==> src/rtl/pcsb_pkg.sv <==
package pcsb_pkg;

  // ----------------------------------------------------------------
  // Selector values and reset values
  // ----------------------------------------------------------------
  localparam logic [7:0] PCSB_SEL_CMP    = 8'h08;
  localparam logic [7:0] PCSB_SEL_PEND   = 8'h09;
  localparam logic [7:0] PCSB_SEL_EDGE   = 8'h0A;
  localparam logic [7:0] PCSB_SEL_WMASK  = 8'h0B;
  localparam logic [7:0] PCSB_SEL_SCHM   = 8'h0C;
  localparam logic [7:0] PCSB_SEL_THR    = 8'h0D;
  localparam logic [7:0] PCSB_SEL_PULL   = 8'h0E;
  localparam logic [7:0] PCSB_SEL_DIR    = 8'h0F;
  localparam logic [7:0] PCSB_SEL_RST    = 8'h0F;
  localparam logic [7:0] PCSB_CFG_RST    = 8'hFF;
  localparam logic [7:0] PCSB_PEND_RST   = 8'h00;
  localparam logic [7:0] PCSB_CMP_RST    = 8'hFF;
  localparam logic [7:0] PCSB_DATA_RST   = 8'h00;
  localparam logic [7:0] PCSB_NARROW_MSK = 8'h0F;

  // ----------------------------------------------------------------
  // Comparator control field positions
  // ----------------------------------------------------------------
  localparam int PCSB_CMP_OFF_BIT   = 7;
  localparam int PCSB_CMP_ROUTE_BIT = 6;
  localparam int PCSB_CMP_RES_BIT   = 0;

  // ----------------------------------------------------------------
  // Port codes and file addresses
  // ----------------------------------------------------------------
  localparam logic [1:0] PCSB_PORT_A = 2'h0;
  localparam logic [1:0] PCSB_PORT_B = 2'h1;
  localparam logic [1:0] PCSB_PORT_C = 2'h2;
  localparam logic [4:0] PCSB_ADDR_A = 5'h05;
  localparam logic [4:0] PCSB_ADDR_B = 5'h06;
  localparam logic [4:0] PCSB_ADDR_C = 5'h07;

  // ----------------------------------------------------------------
  // Carriers
  // ----------------------------------------------------------------
  typedef struct packed {
    logic [1:0] port;
    logic [7:0] data;
  } pcsb_cfgwr_s;

  typedef struct packed {
    logic [7:0] dir;
    logic [7:0] pullup_dis;
    logic [7:0] threshold;
    logic [7:0] schmitt_dis;
  } pcsb_pincfg_s;

endpackage : pcsb_pkg

==> src/rtl/pcsb_port_config.sv <==
`timescale 1ns/10ps
`default_nettype none
// How it works
// (RULE1) The selector value picks which register a configuration write reaches.
// (RULE2) Software loads only selector values 08h through 0Fh.
// (RULE3) Selector has its own load strobe and read-back port, not file-mapped.
// (RULE4) Selector resets to 0Fh, the direction registers.
// (RULE5) Selector value holds until software loads another.
// (RULE6) Selector 0Fh: one makes pin an input, zero an output.
// (RULE7) Selector 0Eh: one disconnects pull-up, zero connects it, all ports.
// (RULE8) Selector 0Dh: one TTL, zero CMOS, used when Schmitt is off.
// (RULE9) Selector 0Ch: Schmitt disable for ports B and C only.
// (RULE10) Selector 0Bh: port B wake mask, zero enables detection.
// (RULE11) Selector 0Ah: port B wake edge, zero rising, one falling.
// (RULE12) Selector 09h: port B write exchanges working value and pending bits.
// (RULE13) Pending bit sets on a selected edge of an enabled pin.
// (RULE14) Selector 08h: exchange with comparator control; bit7 low on, bit6 routes.
// (RULE15) Comparator bit 0 reads the live comparator result.
// (RULE16) Config registers, comparator included, reset to FFh except pending.
// (RULE17) Port data at file addresses 05h, 06h and 07h.
// (RULE18) Without port C, address 07h is a plain storage byte.
// (RULE19) Data reads return pin levels, not latch contents.
// (RULE20) Writes always load the latch; it drives once pin becomes output.
// (RULE21) Port A keeps only its four low bits.
// (RULE22) Writes to unused entries change nothing and give no exchange.
module pcsb_port_config
  import pcsb_pkg::*;
#(
  parameter bit HAS_PORT_C = 1'b1                 // Build variant with third port
) (
  input  wire logic         CLK,                  // Core clock
  input  wire logic         RST_B,                // Async reset, active low
  input  wire logic         CE,                   // Clock enable
  input  wire logic         SEL_WR,               // Load selector strobe
  input  wire logic [7:0]   SEL_WDATA,            // Selector value to load
  output logic      [7:0]   SEL_RDATA,            // Selector read-back
  input  wire logic         CFG_WR,               // Configuration write strobe
  input  wire pcsb_cfgwr_s  CFG_REQ,              // Target port and working value
  output logic              CFG_SWAP_VLD,         // Exchange result valid pulse
  output logic      [7:0]   CFG_SWAP_DATA,        // Old value for working register
  input  wire logic         FILE_WR,              // File write strobe
  input  wire logic         FILE_RD,              // File read strobe
  input  wire logic [4:0]   FILE_ADDR,            // File address
  input  wire logic [7:0]   FILE_WDATA,           // File write data
  output logic              FILE_RVLD,            // Read data valid pulse
  output logic      [7:0]   FILE_RDATA,           // Read data
  output logic              FILE_HIT,             // Address is a port location
  input  wire logic [3:0]   PA_IN,                // Port A pin levels
  output logic      [3:0]   PA_OUT,               // Port A output levels
  output logic      [3:0]   PA_OE,                // Port A drive enables
  input  wire logic [7:0]   PB_IN,                // Port B pin levels
  output logic      [7:0]   PB_OUT,               // Port B output levels
  output logic      [7:0]   PB_OE,                // Port B drive enables
  input  wire logic [7:0]   PC_IN,                // Port C pin levels
  output logic      [7:0]   PC_OUT,               // Port C output levels
  output logic      [7:0]   PC_OE,                // Port C drive enables
  output pcsb_pincfg_s      CFG_A,                // Port A pad settings
  output pcsb_pincfg_s      CFG_B,                // Port B pad settings
  output pcsb_pincfg_s      CFG_C,                // Port C pad settings
  output logic      [7:0]   WAKE_MASK,            // Port B wake mask
  output logic      [7:0]   WAKE_EDGE,            // Port B wake edge select
  output logic      [7:0]   WAKE_PEND,            // Port B pending bits
  input  wire logic         CMP_RESULT,           // Comparator result, plus above minus
  output logic              CMP_ENABLE,           // Comparator powered
  output logic              CMP_ROUTE             // Comparator result on pin 0
);

  // ----------------------------------------------------------------
  // Functions
  // ----------------------------------------------------------------
  // Entry exists for this selector and port
  function automatic logic cfg_hit(input logic [7:0] sel, input logic [1:0] port, input logic c_ok);
    logic r;
    r = 1'b0;
    case (port)
      PCSB_PORT_A: r = (sel >= PCSB_SEL_THR) && (sel <= PCSB_SEL_DIR);
      PCSB_PORT_B: r = (sel >= PCSB_SEL_CMP) && (sel <= PCSB_SEL_DIR);
      PCSB_PORT_C: r = c_ok && (sel >= PCSB_SEL_SCHM) && (sel <= PCSB_SEL_DIR);
      default:     r = 1'b0;
    endcase
    return r;
  endfunction : cfg_hit

  // Trim to the implemented width of a port
  function automatic logic [7:0] port_mask(input logic [1:0] port, input logic [7:0] v);
    return (port == PCSB_PORT_A) ? (v & PCSB_NARROW_MSK) : v;
  endfunction : port_mask

  // ----------------------------------------------------------------
  // Storage
  // ----------------------------------------------------------------
  logic [7:0]   sel_r;
  pcsb_pincfg_s cfg_r [3];
  logic [7:0]   wmask_r;
  logic [7:0]   wedge_r;
  logic [7:0]   pend_r;
  logic [7:0]   pend_nxt;
  logic [7:0]   cmp_r;
  logic [7:0]   latch_r [3];
  logic [7:0]   pb_prev_r;
  logic [7:0]   edge_hit;
  logic         wr_ok;
  logic         cfg_go;
  logic [7:0]   wval;
  logic [7:0]   cmp_view;

  assign wr_ok    = CFG_WR && CE;
  assign cfg_go   = wr_ok && cfg_hit(sel_r, CFG_REQ.port, HAS_PORT_C);  // RULE1 RULE22
  assign wval     = port_mask(CFG_REQ.port, CFG_REQ.data);              // RULE21
  assign cmp_view = {cmp_r[7:1], CMP_RESULT};                           // RULE15

  // ----------------------------------------------------------------
  // Selector
  // ----------------------------------------------------------------
  // Loaded only by its own strobe, holds otherwise
  always_ff @(posedge CLK or negedge RST_B) begin
    if (!RST_B) begin
      sel_r <= PCSB_SEL_RST;                      // RULE4
    end else if (CE && SEL_WR) begin
      sel_r <= SEL_WDATA;                         // RULE3 RULE5
    end
  end

  assign SEL_RDATA = sel_r;                       // RULE3

  // ----------------------------------------------------------------
  // Pad configuration registers
  // ----------------------------------------------------------------
  // Direction, pull-up, threshold and Schmitt per port
  always_ff @(posedge CLK or negedge RST_B) begin
    if (!RST_B) begin
      for (int i = 0; i < 3; i++) begin
        cfg_r[i] <= {4{PCSB_CFG_RST}};            // RULE16
      end
    end else if (cfg_go) begin
      case (sel_r)
        PCSB_SEL_DIR:  cfg_r[CFG_REQ.port].dir         <= wval;  // RULE6
        PCSB_SEL_PULL: cfg_r[CFG_REQ.port].pullup_dis  <= wval;  // RULE7
        PCSB_SEL_THR:  cfg_r[CFG_REQ.port].threshold   <= wval;  // RULE8
        PCSB_SEL_SCHM: cfg_r[CFG_REQ.port].schmitt_dis <= wval;  // RULE9
        default: ;
      endcase
    end
  end

  // ----------------------------------------------------------------
  // Wake and comparator registers of port B
  // ----------------------------------------------------------------
  // Mask and edge selection
  always_ff @(posedge CLK or negedge RST_B) begin
    if (!RST_B) begin
      wmask_r <= PCSB_CFG_RST;                    // RULE16
      wedge_r <= PCSB_CFG_RST;
    end else if (cfg_go && (CFG_REQ.port == PCSB_PORT_B)) begin
      if (sel_r == PCSB_SEL_WMASK) begin
        wmask_r <= wval;                          // RULE10
      end
      if (sel_r == PCSB_SEL_EDGE) begin
        wedge_r <= wval;                          // RULE11
      end
    end
  end

  // Previous pin sample for edge detection
  always_ff @(posedge CLK or negedge RST_B) begin
    if (!RST_B) begin
      pb_prev_r <= PCSB_DATA_RST;
    end else if (CE) begin
      pb_prev_r <= PB_IN;
    end
  end

  // Selected edge on an enabled pin
  assign edge_hit = ((wedge_r & pb_prev_r & ~PB_IN) | (~wedge_r & ~pb_prev_r & PB_IN)) & ~wmask_r;  // RULE13 RULE11

  // Pending: new edges win over an exchange in the same cycle
  always_comb begin
    pend_nxt = pend_r | edge_hit;                 // RULE13
    if (cfg_go && (CFG_REQ.port == PCSB_PORT_B) && (sel_r == PCSB_SEL_PEND)) begin
      pend_nxt = wval | edge_hit;                 // RULE12
    end
  end

  always_ff @(posedge CLK or negedge RST_B) begin
    if (!RST_B) begin
      pend_r <= PCSB_PEND_RST;
    end else if (CE) begin
      pend_r <= pend_nxt;
    end
  end

  // Comparator control, bit 0 is stored but reads back the live result
  always_ff @(posedge CLK or negedge RST_B) begin
    if (!RST_B) begin
      cmp_r <= PCSB_CMP_RST;
    end else if (cfg_go && (CFG_REQ.port == PCSB_PORT_B) && (sel_r == PCSB_SEL_CMP)) begin
      cmp_r <= wval;                              // RULE14
    end
  end

  // ----------------------------------------------------------------
  // Exchange answer
  // ----------------------------------------------------------------
  // Old contents returned one cycle after an exchange write
  always_ff @(posedge CLK or negedge RST_B) begin
    if (!RST_B) begin
      CFG_SWAP_VLD  <= 1'b0;
      CFG_SWAP_DATA <= PCSB_DATA_RST;
    end else if (CE) begin
      CFG_SWAP_VLD <= 1'b0;
      if (cfg_go && (CFG_REQ.port == PCSB_PORT_B) && (sel_r == PCSB_SEL_PEND)) begin
        CFG_SWAP_VLD  <= 1'b1;                    // RULE12
        CFG_SWAP_DATA <= pend_r;
      end else if (cfg_go && (CFG_REQ.port == PCSB_PORT_B) && (sel_r == PCSB_SEL_CMP)) begin
        CFG_SWAP_VLD  <= 1'b1;                    // RULE14
        CFG_SWAP_DATA <= cmp_view;                // RULE15
      end
    end
  end

  // ----------------------------------------------------------------
  // Port data latches and file reads
  // ----------------------------------------------------------------
  // Latches load on every write, whatever the direction
  always_ff @(posedge CLK or negedge RST_B) begin
    if (!RST_B) begin
      for (int i = 0; i < 3; i++) begin
        latch_r[i] <= PCSB_DATA_RST;
      end
    end else if (CE && FILE_WR) begin
      case (FILE_ADDR)
        PCSB_ADDR_A: latch_r[0] <= port_mask(PCSB_PORT_A, FILE_WDATA);  // RULE20 RULE21
        PCSB_ADDR_B: latch_r[1] <= FILE_WDATA;                          // RULE17 RULE20
        PCSB_ADDR_C: latch_r[2] <= FILE_WDATA;                          // RULE18
        default: ;
      endcase
    end
  end

  assign FILE_HIT = (FILE_ADDR == PCSB_ADDR_A) || (FILE_ADDR == PCSB_ADDR_B)
                 || (FILE_ADDR == PCSB_ADDR_C);   // RULE17

  // Reads return pin levels; 07h without port C returns stored byte
  always_ff @(posedge CLK or negedge RST_B) begin
    if (!RST_B) begin
      FILE_RVLD  <= 1'b0;
      FILE_RDATA <= PCSB_DATA_RST;
    end else if (CE) begin
      FILE_RVLD <= FILE_RD && FILE_HIT;
      if (FILE_RD) begin
        case (FILE_ADDR)
          PCSB_ADDR_A: FILE_RDATA <= {4'h0, PA_IN};                      // RULE19 RULE21
          PCSB_ADDR_B: FILE_RDATA <= PB_IN;                              // RULE19
          PCSB_ADDR_C: FILE_RDATA <= HAS_PORT_C ? PC_IN : latch_r[2];    // RULE18 RULE19
          default:     FILE_RDATA <= PCSB_DATA_RST;
        endcase
      end
    end
  end

  // ----------------------------------------------------------------
  // Pin drive and configuration outputs
  // ----------------------------------------------------------------
  // Zero in direction drives the pin from its latch; an enabled and routed comparator drives port B pin 0
  assign PA_OUT = latch_r[0][3:0];
  assign PA_OE  = ~cfg_r[0].dir[3:0];             // RULE6
  assign PB_OUT = (CMP_ENABLE && CMP_ROUTE) ? {latch_r[1][7:1], CMP_RESULT} : latch_r[1];  // RULE14
  assign PB_OE  = (CMP_ENABLE && CMP_ROUTE) ? {~cfg_r[1].dir[7:1], 1'b1} : ~cfg_r[1].dir;
  assign PC_OUT = HAS_PORT_C ? latch_r[2] : PCSB_DATA_RST;
  assign PC_OE  = HAS_PORT_C ? ~cfg_r[2].dir : PCSB_DATA_RST;  // RULE18

  assign CFG_A      = cfg_r[0];
  assign CFG_B      = cfg_r[1];
  assign CFG_C      = cfg_r[2];
  assign WAKE_MASK  = wmask_r;
  assign WAKE_EDGE  = wedge_r;
  assign WAKE_PEND  = pend_r;
  assign CMP_ENABLE = ~cmp_r[PCSB_CMP_OFF_BIT];   // RULE14
  assign CMP_ROUTE  = ~cmp_r[PCSB_CMP_ROUTE_BIT];
endmodule : pcsb_port_config
`default_nettype wire
==> config.mk <==
export PLATFORM = sky130hd
export DESIGN_NAME = pcsb_port_config
export DESIGN_NICKNAME = d
export VERILOG_FILES = /design/src/rtl/pcsb_pkg.sv /design/src/rtl/pcsb_port_config.sv
export SDC_FILE = /design/constraint.sdc
export NUM_CORES = 1
export LEC_CHECK = 0
export ABC_AREA = 1
export ABC_CLOCK_PERIOD_IN_PS = 1900
export BUFFER_PORTS_ARGS = -buffer_cell sky130_fd_sc_hd__buf_2
export CORE_AREA = 2 2 190 192
export DETAILED_ROUTE_END_ITERATION = 10
export DIE_AREA = 0 0 192 194
export PLACE_DENSITY = 0.42
export SKIP_CTS_REPAIR_TIMING = 1
export SYNTH_ARGS = -nofsm -noshare
export SYNTH_HDL_FRONTEND = slang
export SYNTH_SLANG_ARGS = --single-unit
==> constraint.sdc <==
create_clock -name CLK -period 1.9 [get_ports CLK]
set_input_delay 0.19 -clock CLK [delete_from_list [all_inputs] [get_ports CLK]]
set_output_delay 0.19 -clock CLK [all_outputs]
set_load 0.05 [all_outputs]
==> results.md, run 1 <==
- Clk_skew: 0.00798 ns
- Detailed placement HPWL: 21200 um
- Initial core utilization: 24.8%
- Max Slew Vio Count: 0
- Placed Area: 0.0107 mm^2
- Post-synth EDFFs: 0
- Rows: 69
- Largest area contributor in the netlist: dfstp_2
- Final instance area: 0.0118 mm^2
- Failing checks: negative hold slack
- Max Buffers Root-to-Sink: 2
- Layout cell share with drive strength beyond 1: 37.1%
- Power Total: 0.00912 W
- Register share of total power: 45.6%
- Post-Synth XOR/XNOR Area: 0%
- Syn_area_per_cell: 8.01 um^2
- Status: finished, violations left
- CP required: 2.28 ns
- Detailed Route WL: 30100 um
- Worst slew margin: 67.4%
- DRT antenna net count: 0
- TNS Setup: 0 ns
- Combinational family with the most area after synthesis: simple AND/OR/NAND/NOR gates
- WHS: -0.0153 ns
- Synth Flop Type: dfstp_2
- Die Width: 192 um
- Total area of sequential cells: 0.00470 mm^2
- Seq cells post-synth: 181
- Clock Latency Late Sink: 0.45 ns
- RSZ-0062 raised after global routing: true
- Core Area: 0.0352 mm^2
- First-pass GRT wire length: 44300 um
- Total number of vias: 7732
- PD cells: 774 mW/mm^2
- Final Hold Violating Endpoints: 3
- Post-Synth Adder-Cell Area: 0.574%
- Clk slew on worst S/H paths: 0.07 ns
- Final nets: 1432
- Final critical-path required period: 1.86 ns
- Switch share: 31.0%
- Vias in the first global route: 7519
- Die ar.: 0.0372 mm^2
- WL per Instance: 16.3 um
- CP Max Fanout: 19
- Tightest Hold Check Type: in2reg
- Critical path launch point type: flop
- Initial antenna violation count: 3
- Setup Viol. Count Final: 0
- DRC violations left: 0
- Mapped Area: 0.00873 mm^2
- Simple logic cell fraction of the synthesized area: 17.7%
- Max-cap violation count: 0
- Seq/Total Area, Yosys: 53.7%
- Post-synth top cells: nand2_1, inv_1, dfstp_2
- H-tree levels: 4
- Num CTS Buffers: 17
- GRT overflow: 0
- Critical Path AT: 2.24 ns
- Crit end category: flop
- Critical path type: reg2reg
- Io pins: 248
- # port buffers: 247
- Yosys top cell area share: 37.0%
- NetSw: 0.00283 W
- Compound-Gate Fraction of Synth Area: 14.0%
- Area Overhead vs Synth: 35.1%
- Chip Height: 194 um
- Leak: 6.26 nW
- Max frequency: 538 MHz
- Period utilisation layout: 97.8%
- Area of the multi-input gates: 0.00300 mm^2
- Root Driver: clkbuf_16
- Most frequent cell after synthesis: nand2_1
- Number of fill cells: 3810
- Multiplexer share of the synthesized area: 0.516%
- Vias per cell: 4.19
- Syn Inst Count: 1090
- First-pass iteration count of the detailed router: 5
- GPL Wtd Cong: 0.793
- Maximum VDD drop: 0.656 mV
- CTS tree: built
- Total global-route track usage: 15.7%
- Post-layout util: 33.5%
- CTS sink cnt: 181
- Clk pwr share: 38.5%
- Iter 0 DRT Violations: 297
- Worst-Margin Slew: 0.487 ns
- Pin count of the biggest net entering global routing: 55
- Post-synthesis cell type count: 29
- Ys async rst share: 100%
- Comb power frac: 15.9%
- P_int: 0.00629 W
- Post-Syn Nets: 1153
- Synthesis Warnings: 0
- Top cells by area, synth: dfstp_2, dfrtp_1, nand2_1
worst max-delay path, cell delays in order (launching register included):
cell and delay [ns]:
dfstp_4 0.68, nor2_4 0.06, o21bai_4 0.16, buf_6 0.12, nand3_4 0.09, nor2_4 0.14
nand2_2 0.12, clkbuf_16 0.21, a21oi_1 0.15, inv_1 0.05
metal layers:
| metal | vias to the layer above | routed length [um] | global-route usage, % | share of wire [%] |
|---|---|---|---|---|
| met1 | 3640 | 13300 | 19.4 | 44 |
| met5 | - | 7 | 0 | 0.023 |
| li1 | 3897 | - | - | - |
| met2 | 171 | 14400 | 25.9 | 48 |
| met4 | 2 | 361 | 4.13 | 1.2 |
| met3 | 22 | 2000 | 5.50 | 6.6 |
power by group through the flow:
stage	sequential, W	clock (W)	combinational, W
after floorplan	0.00449	0	0.000670
after global placement	0.00421	0	0.00141
after detailed placement	0.00422	0	0.00141
after CTS	0.00416	0.00365	0.00141
after global routing	0.00418	0.00378	0.00158
final	0.00416	0.00351	0.00145
cells in the final DEF, fill, tap and decap left out, drive strengths merged:
| master | synthesis | routed |
|---|---|---|
| a21oi | 62 | 62 |
| a22o | 1 | 1 |
| a31oi | 8 | 8 |
| buf | 34 | 301 |
| clkbuf | 26 | 28 |
| clkinv | 1 | 6 |
| clkinvlp | 0 | 4 |
| dfrtp | 58 | 58 |
| dfstp | 123 | 123 |
| diode | 0 | 2 |
| dlygate4sd3 | 0 | 13 |
| ha | 4 | 4 |
| inv | 227 | 228 |
| mux2 | 4 | 4 |
| nand2 | 282 | 282 |
| nand3 | 44 | 44 |
| nand4 | 3 | 3 |
| nor2 | 41 | 41 |
| nor3 | 3 | 3 |
| nor4 | 2 | 2 |
| o21ai | 166 | 166 |
| o21bai | 1 | 1 |
final timing paths:
| kind | slack [ns] | depth (start not counted) | to | from |
|---|---|---|---|---|
| setup reg to reg | 0.04 | 9 | flop | SEL_RDATA[1]$_DFFE_PN1P_ |
| hold / removal | -0.02 | 3 | SEL_RDATA[1]$_DFFE_PN1P_ | SEL_WDATA[1] |
| max in group asynchronous | 1.00 | 3 | async pin | RST_B |
| min in group asynchronous | 0.21 | 2 | FILE_RVLD$_DFFE_PN0P_ | RST_B |
| hold reg to reg | 0.45 | 2 | flop | flop |
| setup / recovery | 0.04 | 9 | flop | SEL_RDATA[1]$_DFFE_PN1P_ |
kinds of logic after synthesis:
group                    count (synthesis)
AO/OA/AOI/OAI                          238
adder cells (fa/ha/maj)                  4
buffers and inverters                  288
flip-flops                             181
multiplexers                             4
AND/OR/NAND/NOR                        375
metrics by stage:
stage	cells	setup WS (ns)	hold slack, ns
after floorplan	1090	-0.0129	-0.106
after global placement	1786	0.00455	0.126
after detailed placement	1786	-0.0168	0.128
after CTS	1818	-0.0325	-0.359
after global routing	1844	-0.0366	0.000560
final	1845	0.0422	-0.0153
layout make-up:
class / count / share of cell area, %
Sequential cell: 181 / 39.9
Multi-Input combinational cell: 621 / 25.4
Clock buffer: 22 / 4.20
Antenna cell: 2 / 0.0425
Inverter: 228 / 7.28
Timing Repair Buffer: 320 / 17.6
Clock inverter: 10 / 0.605
Tap cell: 461 / 4.89
Power figures use the tool's default switching activity.
==> run 2: changes to the inputs <==
--- a/config.mk
+++ b/config.mk
@@ -9,6 +9,7 @@
 export ABC_CLOCK_PERIOD_IN_PS = 1900
 export BUFFER_PORTS_ARGS = -buffer_cell sky130_fd_sc_hd__buf_2
 export CORE_AREA = 2 2 190 192
+export CTS_BUF_LIST = sky130_fd_sc_hd__clkbuf_4 sky130_fd_sc_hd__clkbuf_8 sky130_fd_sc_hd__clkbuf_16
 export DETAILED_ROUTE_END_ITERATION = 10
 export DIE_AREA = 0 0 192 194
 export PLACE_DENSITY = 0.42
==> run 2 against run 1 <==
The flow still finishes with violations (negative hold slack); cell area barely moved; routed wire length about the same; maximum frequency unchanged; flip-flop and latch count is the same; power up 0.17%; combinational power is essentially flat; clock skew is essentially flat; cell count is the same; first-iteration DRC count down 0.67%; sequential share of layout area about the same; global-route usage is the same; sequential power about the same.
==> results.md, run 2 (same netlist as run 1, synthesis figures left out) <==
- Detailed Route WL: 30100 um
- DRC violations left: 0
- Max-cap violation count: 0
- Routed met3 length: 2000 um
- Leak: 6.27 nW
- PD cells: 775 mW/mm^2
- Vias in the first global route: 7519
- Clk pwr share: 38.6%
- Rows: 69
- DRT met1 WL: 13300 um
- H-tree levels: 4
- Critical Path AT: 2.24 ns
- Final Hold Violating Endpoints: 3
- Num CTS Buffers: 17
- Detailed placement HPWL: 21200 um
- WL per Instance: 16.3 um
- CTS sink cnt: 181
- Root Driver: clkbuf_16
- DR WL met2: 14400 um
- CP Max Fanout: 19
- Status: finished, violations left
- First-pass GRT wire length: 44300 um
- Layout cell share with drive strength beyond 1: 37.2%
- Final nets: 1432
- Setup Viol. Count Final: 0
- Switch share: 31.0%
- Io pins: 248
- Commonest non-fill, non-tap cell in the layout: nand2_1
- R2r worst-path depth: 9
- Worst-Margin Slew: 0.487 ns
- Total number of vias: 7730
- Number of fill cells: 3813
- Setup Slack @ Placement: -0.0168 ns
- Worst slew margin: 67.4%
- Max frequency: 538 MHz
- Maximum VDD drop: 0.656 mV
- GPL Wtd Cong: 0.793
- Chip Height: 194 um
- Hold Path Depth: 3
- Die ar.: 0.0372 mm^2
- CTS tree: built
- Flop2flop setup slack: 0.04 ns
- Most frequent cells in the layout: nand2_1, buf_2, inv_1, dfstp_2, o21ai_0
- Total area of sequential cells: 0.00470 mm^2
- Top Metal Used: met5
- Vias per cell: 4.19
- Core Area: 0.0352 mm^2
- DRT antenna net count: 0
- Die Width: 192 um
- First-pass iteration count of the detailed router: 5
- Tightest Hold Check Type: in2reg
- TNS Setup: 0 ns
- Area of the multi-input gates: 0.00300 mm^2
- Iter 0 DRT Violations: 295
- Pin count of the biggest net entering global routing: 55
- P_int: 0.00630 W
- Initial antenna violation count: 3
- Failing checks: negative hold slack
- Period utilisation layout: 97.8%
- Total global-route track usage: 15.7%
- Clk slew on worst S/H paths: 0.07 ns
- Register share of total power: 45.6%
- Clk_skew: 0.00798 ns
- Initial core utilization: 24.8%
- Crit end category: flop
- CP required: 2.28 ns
- WHS: -0.0153 ns
- Critical path launch point type: flop
- Comb power frac: 15.8%
- NetSw: 0.00283 W
- Area Overhead vs Synth: 35.1%
- Final critical-path required period: 1.86 ns
- Fin worst setup slack: 0.0422 ns
- Max Slew Vio Count: 0
- # port buffers: 247
- Max Buffers Root-to-Sink: 2
- GRT overflow: 0
- RSZ-0062 raised after global routing: true
- Clock Latency Late Sink: 0.45 ns
- Critical path type: reg2reg
-- run 2: cell type report --
type | instances | area share [%]
Inverter | 228 | 7.28
Antenna cell | 2 | 0.0425
Sequential cell | 181 | 39.9
Clock inverter | 10 | 0.605
Tap cell | 461 | 4.89
Clock buffer | 22 | 4.23
Timing Repair Buffer | 320 | 17.6
Multi-Input combinational cell | 621 | 25.4
-- run 2: per-layer routing --
metal / global-route usage [%] / up-vias
li1: - / 3897
met1: 19.4 / 3638
met2: 25.9 / 171
met3: 5.50 / 22
met4: 4.13 / 2
met5: 0 / -
-- run 2: power groups by stage --
stage	logic [W]	clock network (W)	registers, W
3_5_place_dp	0.00141	0	0.00422
4_1_cts	0.00141	0.00366	0.00416
2_1_floorplan	0.000670	0	0.00449
3_3_place_gp	0.00141	0	0.00421
5_1_grt	0.00158	0.00380	0.00418
6_report	0.00145	0.00353	0.00416
-- run 2: worst paths after layout --
| kind | start | endpoint |
|---|---|---|
| min | SEL_WDATA[1] | SEL_RDATA[1]$_DFFE_PN1P_ |
| max reg2reg | SEL_RDATA[1]$_DFFE_PN1P_ | flop |
| max | SEL_RDATA[1]$_DFFE_PN1P_ | flop |
| max in group asynchronous | RST_B | async pin |
| min reg2reg | flop | flop |
| min in group asynchronous | RST_B | FILE_RVLD$_DFFE_PN0P_ |
-- run 2: per-stage QoR --
| step | util (%) | total power (W) | cell area, um^2 | cells |
|---|---|---|---|---|
| after floorplan | - | 0.00516 | 8750 | 1090 |
| after global placement | 30.5 | 0.00562 | 10700 | 1786 |
| after detailed placement | 30.5 | 0.00563 | 10700 | 1786 |
| after CTS | 32.1 | 0.00923 | 11300 | 1818 |
| after global routing | 33.5 | 0.00956 | 11800 | 1844 |
| final | 33.5 | 0.00913 | 11800 | 1845 |
-- run 2: critical path, stage by stage, from the launching register on --
cell and delay (ns):
dfstp_4 0.68, nor2_4 0.06, o21bai_4 0.16, buf_6 0.12, nand3_4 0.09, nor2_4 0.14, nand2_2 0.12, clkbuf_16 0.21
a21oi_1 0.15, inv_1 0.05
==> run 3: changes to the inputs <==
--- a/config.mk
+++ b/config.mk
@@ -9,7 +9,7 @@
 export ABC_CLOCK_PERIOD_IN_PS = 1900
 export BUFFER_PORTS_ARGS = -buffer_cell sky130_fd_sc_hd__buf_2
 export CORE_AREA = 2 2 190 192
-export CTS_BUF_LIST = sky130_fd_sc_hd__clkbuf_4 sky130_fd_sc_hd__clkbuf_8 sky130_fd_sc_hd__clkbuf_16
+export CTS_BUF_LIST = sky130_fd_sc_hd__clkbuf_4 sky130_fd_sc_hd__clkbuf_8
 export DETAILED_ROUTE_END_ITERATION = 10
 export DIE_AREA = 0 0 192 194
 export PLACE_DENSITY = 0.42
==> run 3 against run 2 <==
The flow now finishes without violations; setup slack got worse by 0.027 ns; routed wire length is essentially flat; flip-flop and latch count stayed put; sequential power barely moved; die area did not move; utilization is essentially flat; critical path type unchanged.
==> results.md, run 3 (same netlist as run 1, synthesis figures left out) <==
- Number of fill cells: 3806
- Tightest Hold Check Type: in2reg
- Root Driver: clkbuf_8
- TNS Setup: 0 ns
- Rows: 69
- Max frequency: 530 MHz
- GPL Wtd Cong: 0.793
- Routing usage on met2: 25.7%
- Worst-Margin Slew: 0.490 ns
- Crit path max-delay family: flip-flops
- Area Overhead vs Synth: 35.1%
- Global-route track usage on met1: 19.3%
- GRT overflow: 0
- Period utilisation layout: 99.2%
- Setup Viol. Count Final: 0
- Power Total: 0.00832 W
- Commonest non-fill, non-tap cell in the layout: nand2_1
- Critical R2R Launch: SEL_RDATA[3]$_DFFE_PN1P_
- Layout cell share with drive strength beyond 1: 36.7%
- Most frequent CP cell: inv_1
- Max Buffers Root-to-Sink: 2
- Status: complete, no violations
- Hold Path Depth: 3
- Leak: 6.26 nW
- Placed Cells: 1786
- Slowest CP cell: dfstp_4
- Critical Path AT: 2.31 ns
- Crit-path cells: inv_1 > nor3_2 > nand2_4 > nor2_4 > buf_12 > clkbuf_16 > o21ai_1 > o21ai_0 > inv_1
- CP required: 2.32 ns
- Crit end category: flop
- Max Slew Vio Count: 0
- H-tree levels: 4
- Die ar.: 0.0372 mm^2
- Vias per cell: 4.17
- Gr busiest metal: met2
- Clk slew on worst S/H paths: 0.10 ns
- Die Width: 192 um
- Worst slew margin: 67.2%
- DRC violations left: 0
- Num CTS Buffers: 17
- Setup Slack @ Placement: -0.0168 ns
- First-pass iteration count of the detailed router: 4
- Core Area: 0.0352 mm^2
- CTS tree: built
- PD cells: 706 mW/mm^2
- Max-cap violation count: 0
- Final Hold Violating Endpoints: 0
- Clock Latency Late Sink: 0.49 ns
- Chip Height: 194 um
- Initial antenna violation count: 1
- Total global-route track usage: 15.6%
- Io pins: 248
- Initial core utilization: 24.8%
- Max stage delay on crit path: 0.68 ns
- Post-Layout Cell Count: 1862
- Final nets: 1451
- Hold EP: cmp_r[6]$_DFFE_PN1P_
- Antenna diode count: 0
- CP Max Fanout: 20
- Hold Startpoint: CFG_REQ[6]
- Fin worst setup slack: 0.0148 ns
- Final critical-path required period: 1.89 ns
- Critical path launch point type: flop
- # port buffers: 247
- Most frequent cells in the layout: nand2_1, buf_2, inv_1, dfstp_2, o21ai_0
- WL per Instance: 16.2 um
- Detailed placement HPWL: 21200 um
- Vias in the first global route: 7486
- First-pass GRT wire length: 44100 um
- Pin count of the biggest net entering global routing: 55
- Total number of vias: 7769
- R2r worst-path depth: 9
- Flop2flop setup slack: 0.01 ns
- RSZ-0062 raised after global routing: true
- Clk_skew: 0.0103 ns
- CTS sink cnt: 181
- WP buf/inv: 4
- Maximum VDD drop: 0.416 mV
- Iter 0 DRT Violations: 351
- Post-layout util: 33.5%
- Critical path type: reg2reg
- Detailed Route WL: 30100 um
- Met3 global-route usage: 5.50%
- DRT antenna net count: 0
==> run 3: area by class of cell <==
cell class / count / area (um^2) / share of cell area [%]
clock buffers: 21 / 283 / 2.40
clock inverters: 11 / 101 / 0.860
inverters: 228 / 858 / 7.28
multi-input cells: 621 / 3000 / 25.4
flip-flops and latches: 181 / 4700 / 39.9
well taps: 461 / 577 / 4.89
repair buffers: 339 / 2270 / 19.2
==> run 3: metal layers <==
layer	routed length [um]	part of all wire [%]	up-vias
met1	13300	44	3650
met5	7	0.023	-
met3	2000	6.6	20
li1	-	-	3929
met2	14400	48	168
met4	373	1.2	2
==> run 3: per-stage QoR <==
step | cell area, um^2 | hold WS [ns]
final | 11800 | 0.0144
after global routing | 11800 | 0.0161
after CTS | 11100 | -0.431
after global placement | 10700 | 0.126
after floorplan | 8750 | -0.106
after detailed placement | 10700 | 0.128
==> run 3: worst reg2reg max path, stage by stage, from the launching register on <==
cell and delay (ns):
dfstp_4 0.68, inv_1 0.09, nor3_2 0.27, nand2_4 0.12
nor2_4 0.14, buf_12 0.14, clkbuf_16 0.20, o21ai_1 0.08
o21ai_0 0.08, inv_1 0.06
==> run 3: worst max-delay path by stage <==
| stage | slack (ns) | endpoint | cells after the start | start |
|---|---|---|---|---|
| 2_1_floorplan | -0.01 | CFG_SWAP_DATA[0]$_DFFE_PN0P_ | 9 | SEL_RDATA[3]$_DFFE_PN1P_ |
| 3_3_place_gp | 0.005 | flop | 9 | SEL_RDATA[7]$_DFFE_PN0P_ |
| 3_5_place_dp | -0.02 | flop | 14 | CFG_REQ[8] |
| 4_1_cts | -0.03 | flop | 10 | SEL_RDATA[3]$_DFFE_PN1P_ |
| 5_1_grt | -0.07 | flop | 9 | SEL_RDATA[3]$_DFFE_PN1P_ |
| 6_report | 0.01 | flop | 9 | SEL_RDATA[3]$_DFFE_PN1P_ |
==> run 3: report_power, final <==
| part | internal, W | leakage [nW] | switching [W] |
|---|---|---|---|
| Combinational | 0.000413 | 4.06 | 0.00107 |
| Sequential | 0.00405 | 2.01 | 0.000116 |
| Clock | 0.00116 | 0.188 | 0.00152 |
| Total | 0.00562 | 6.26 | 0.00271 |
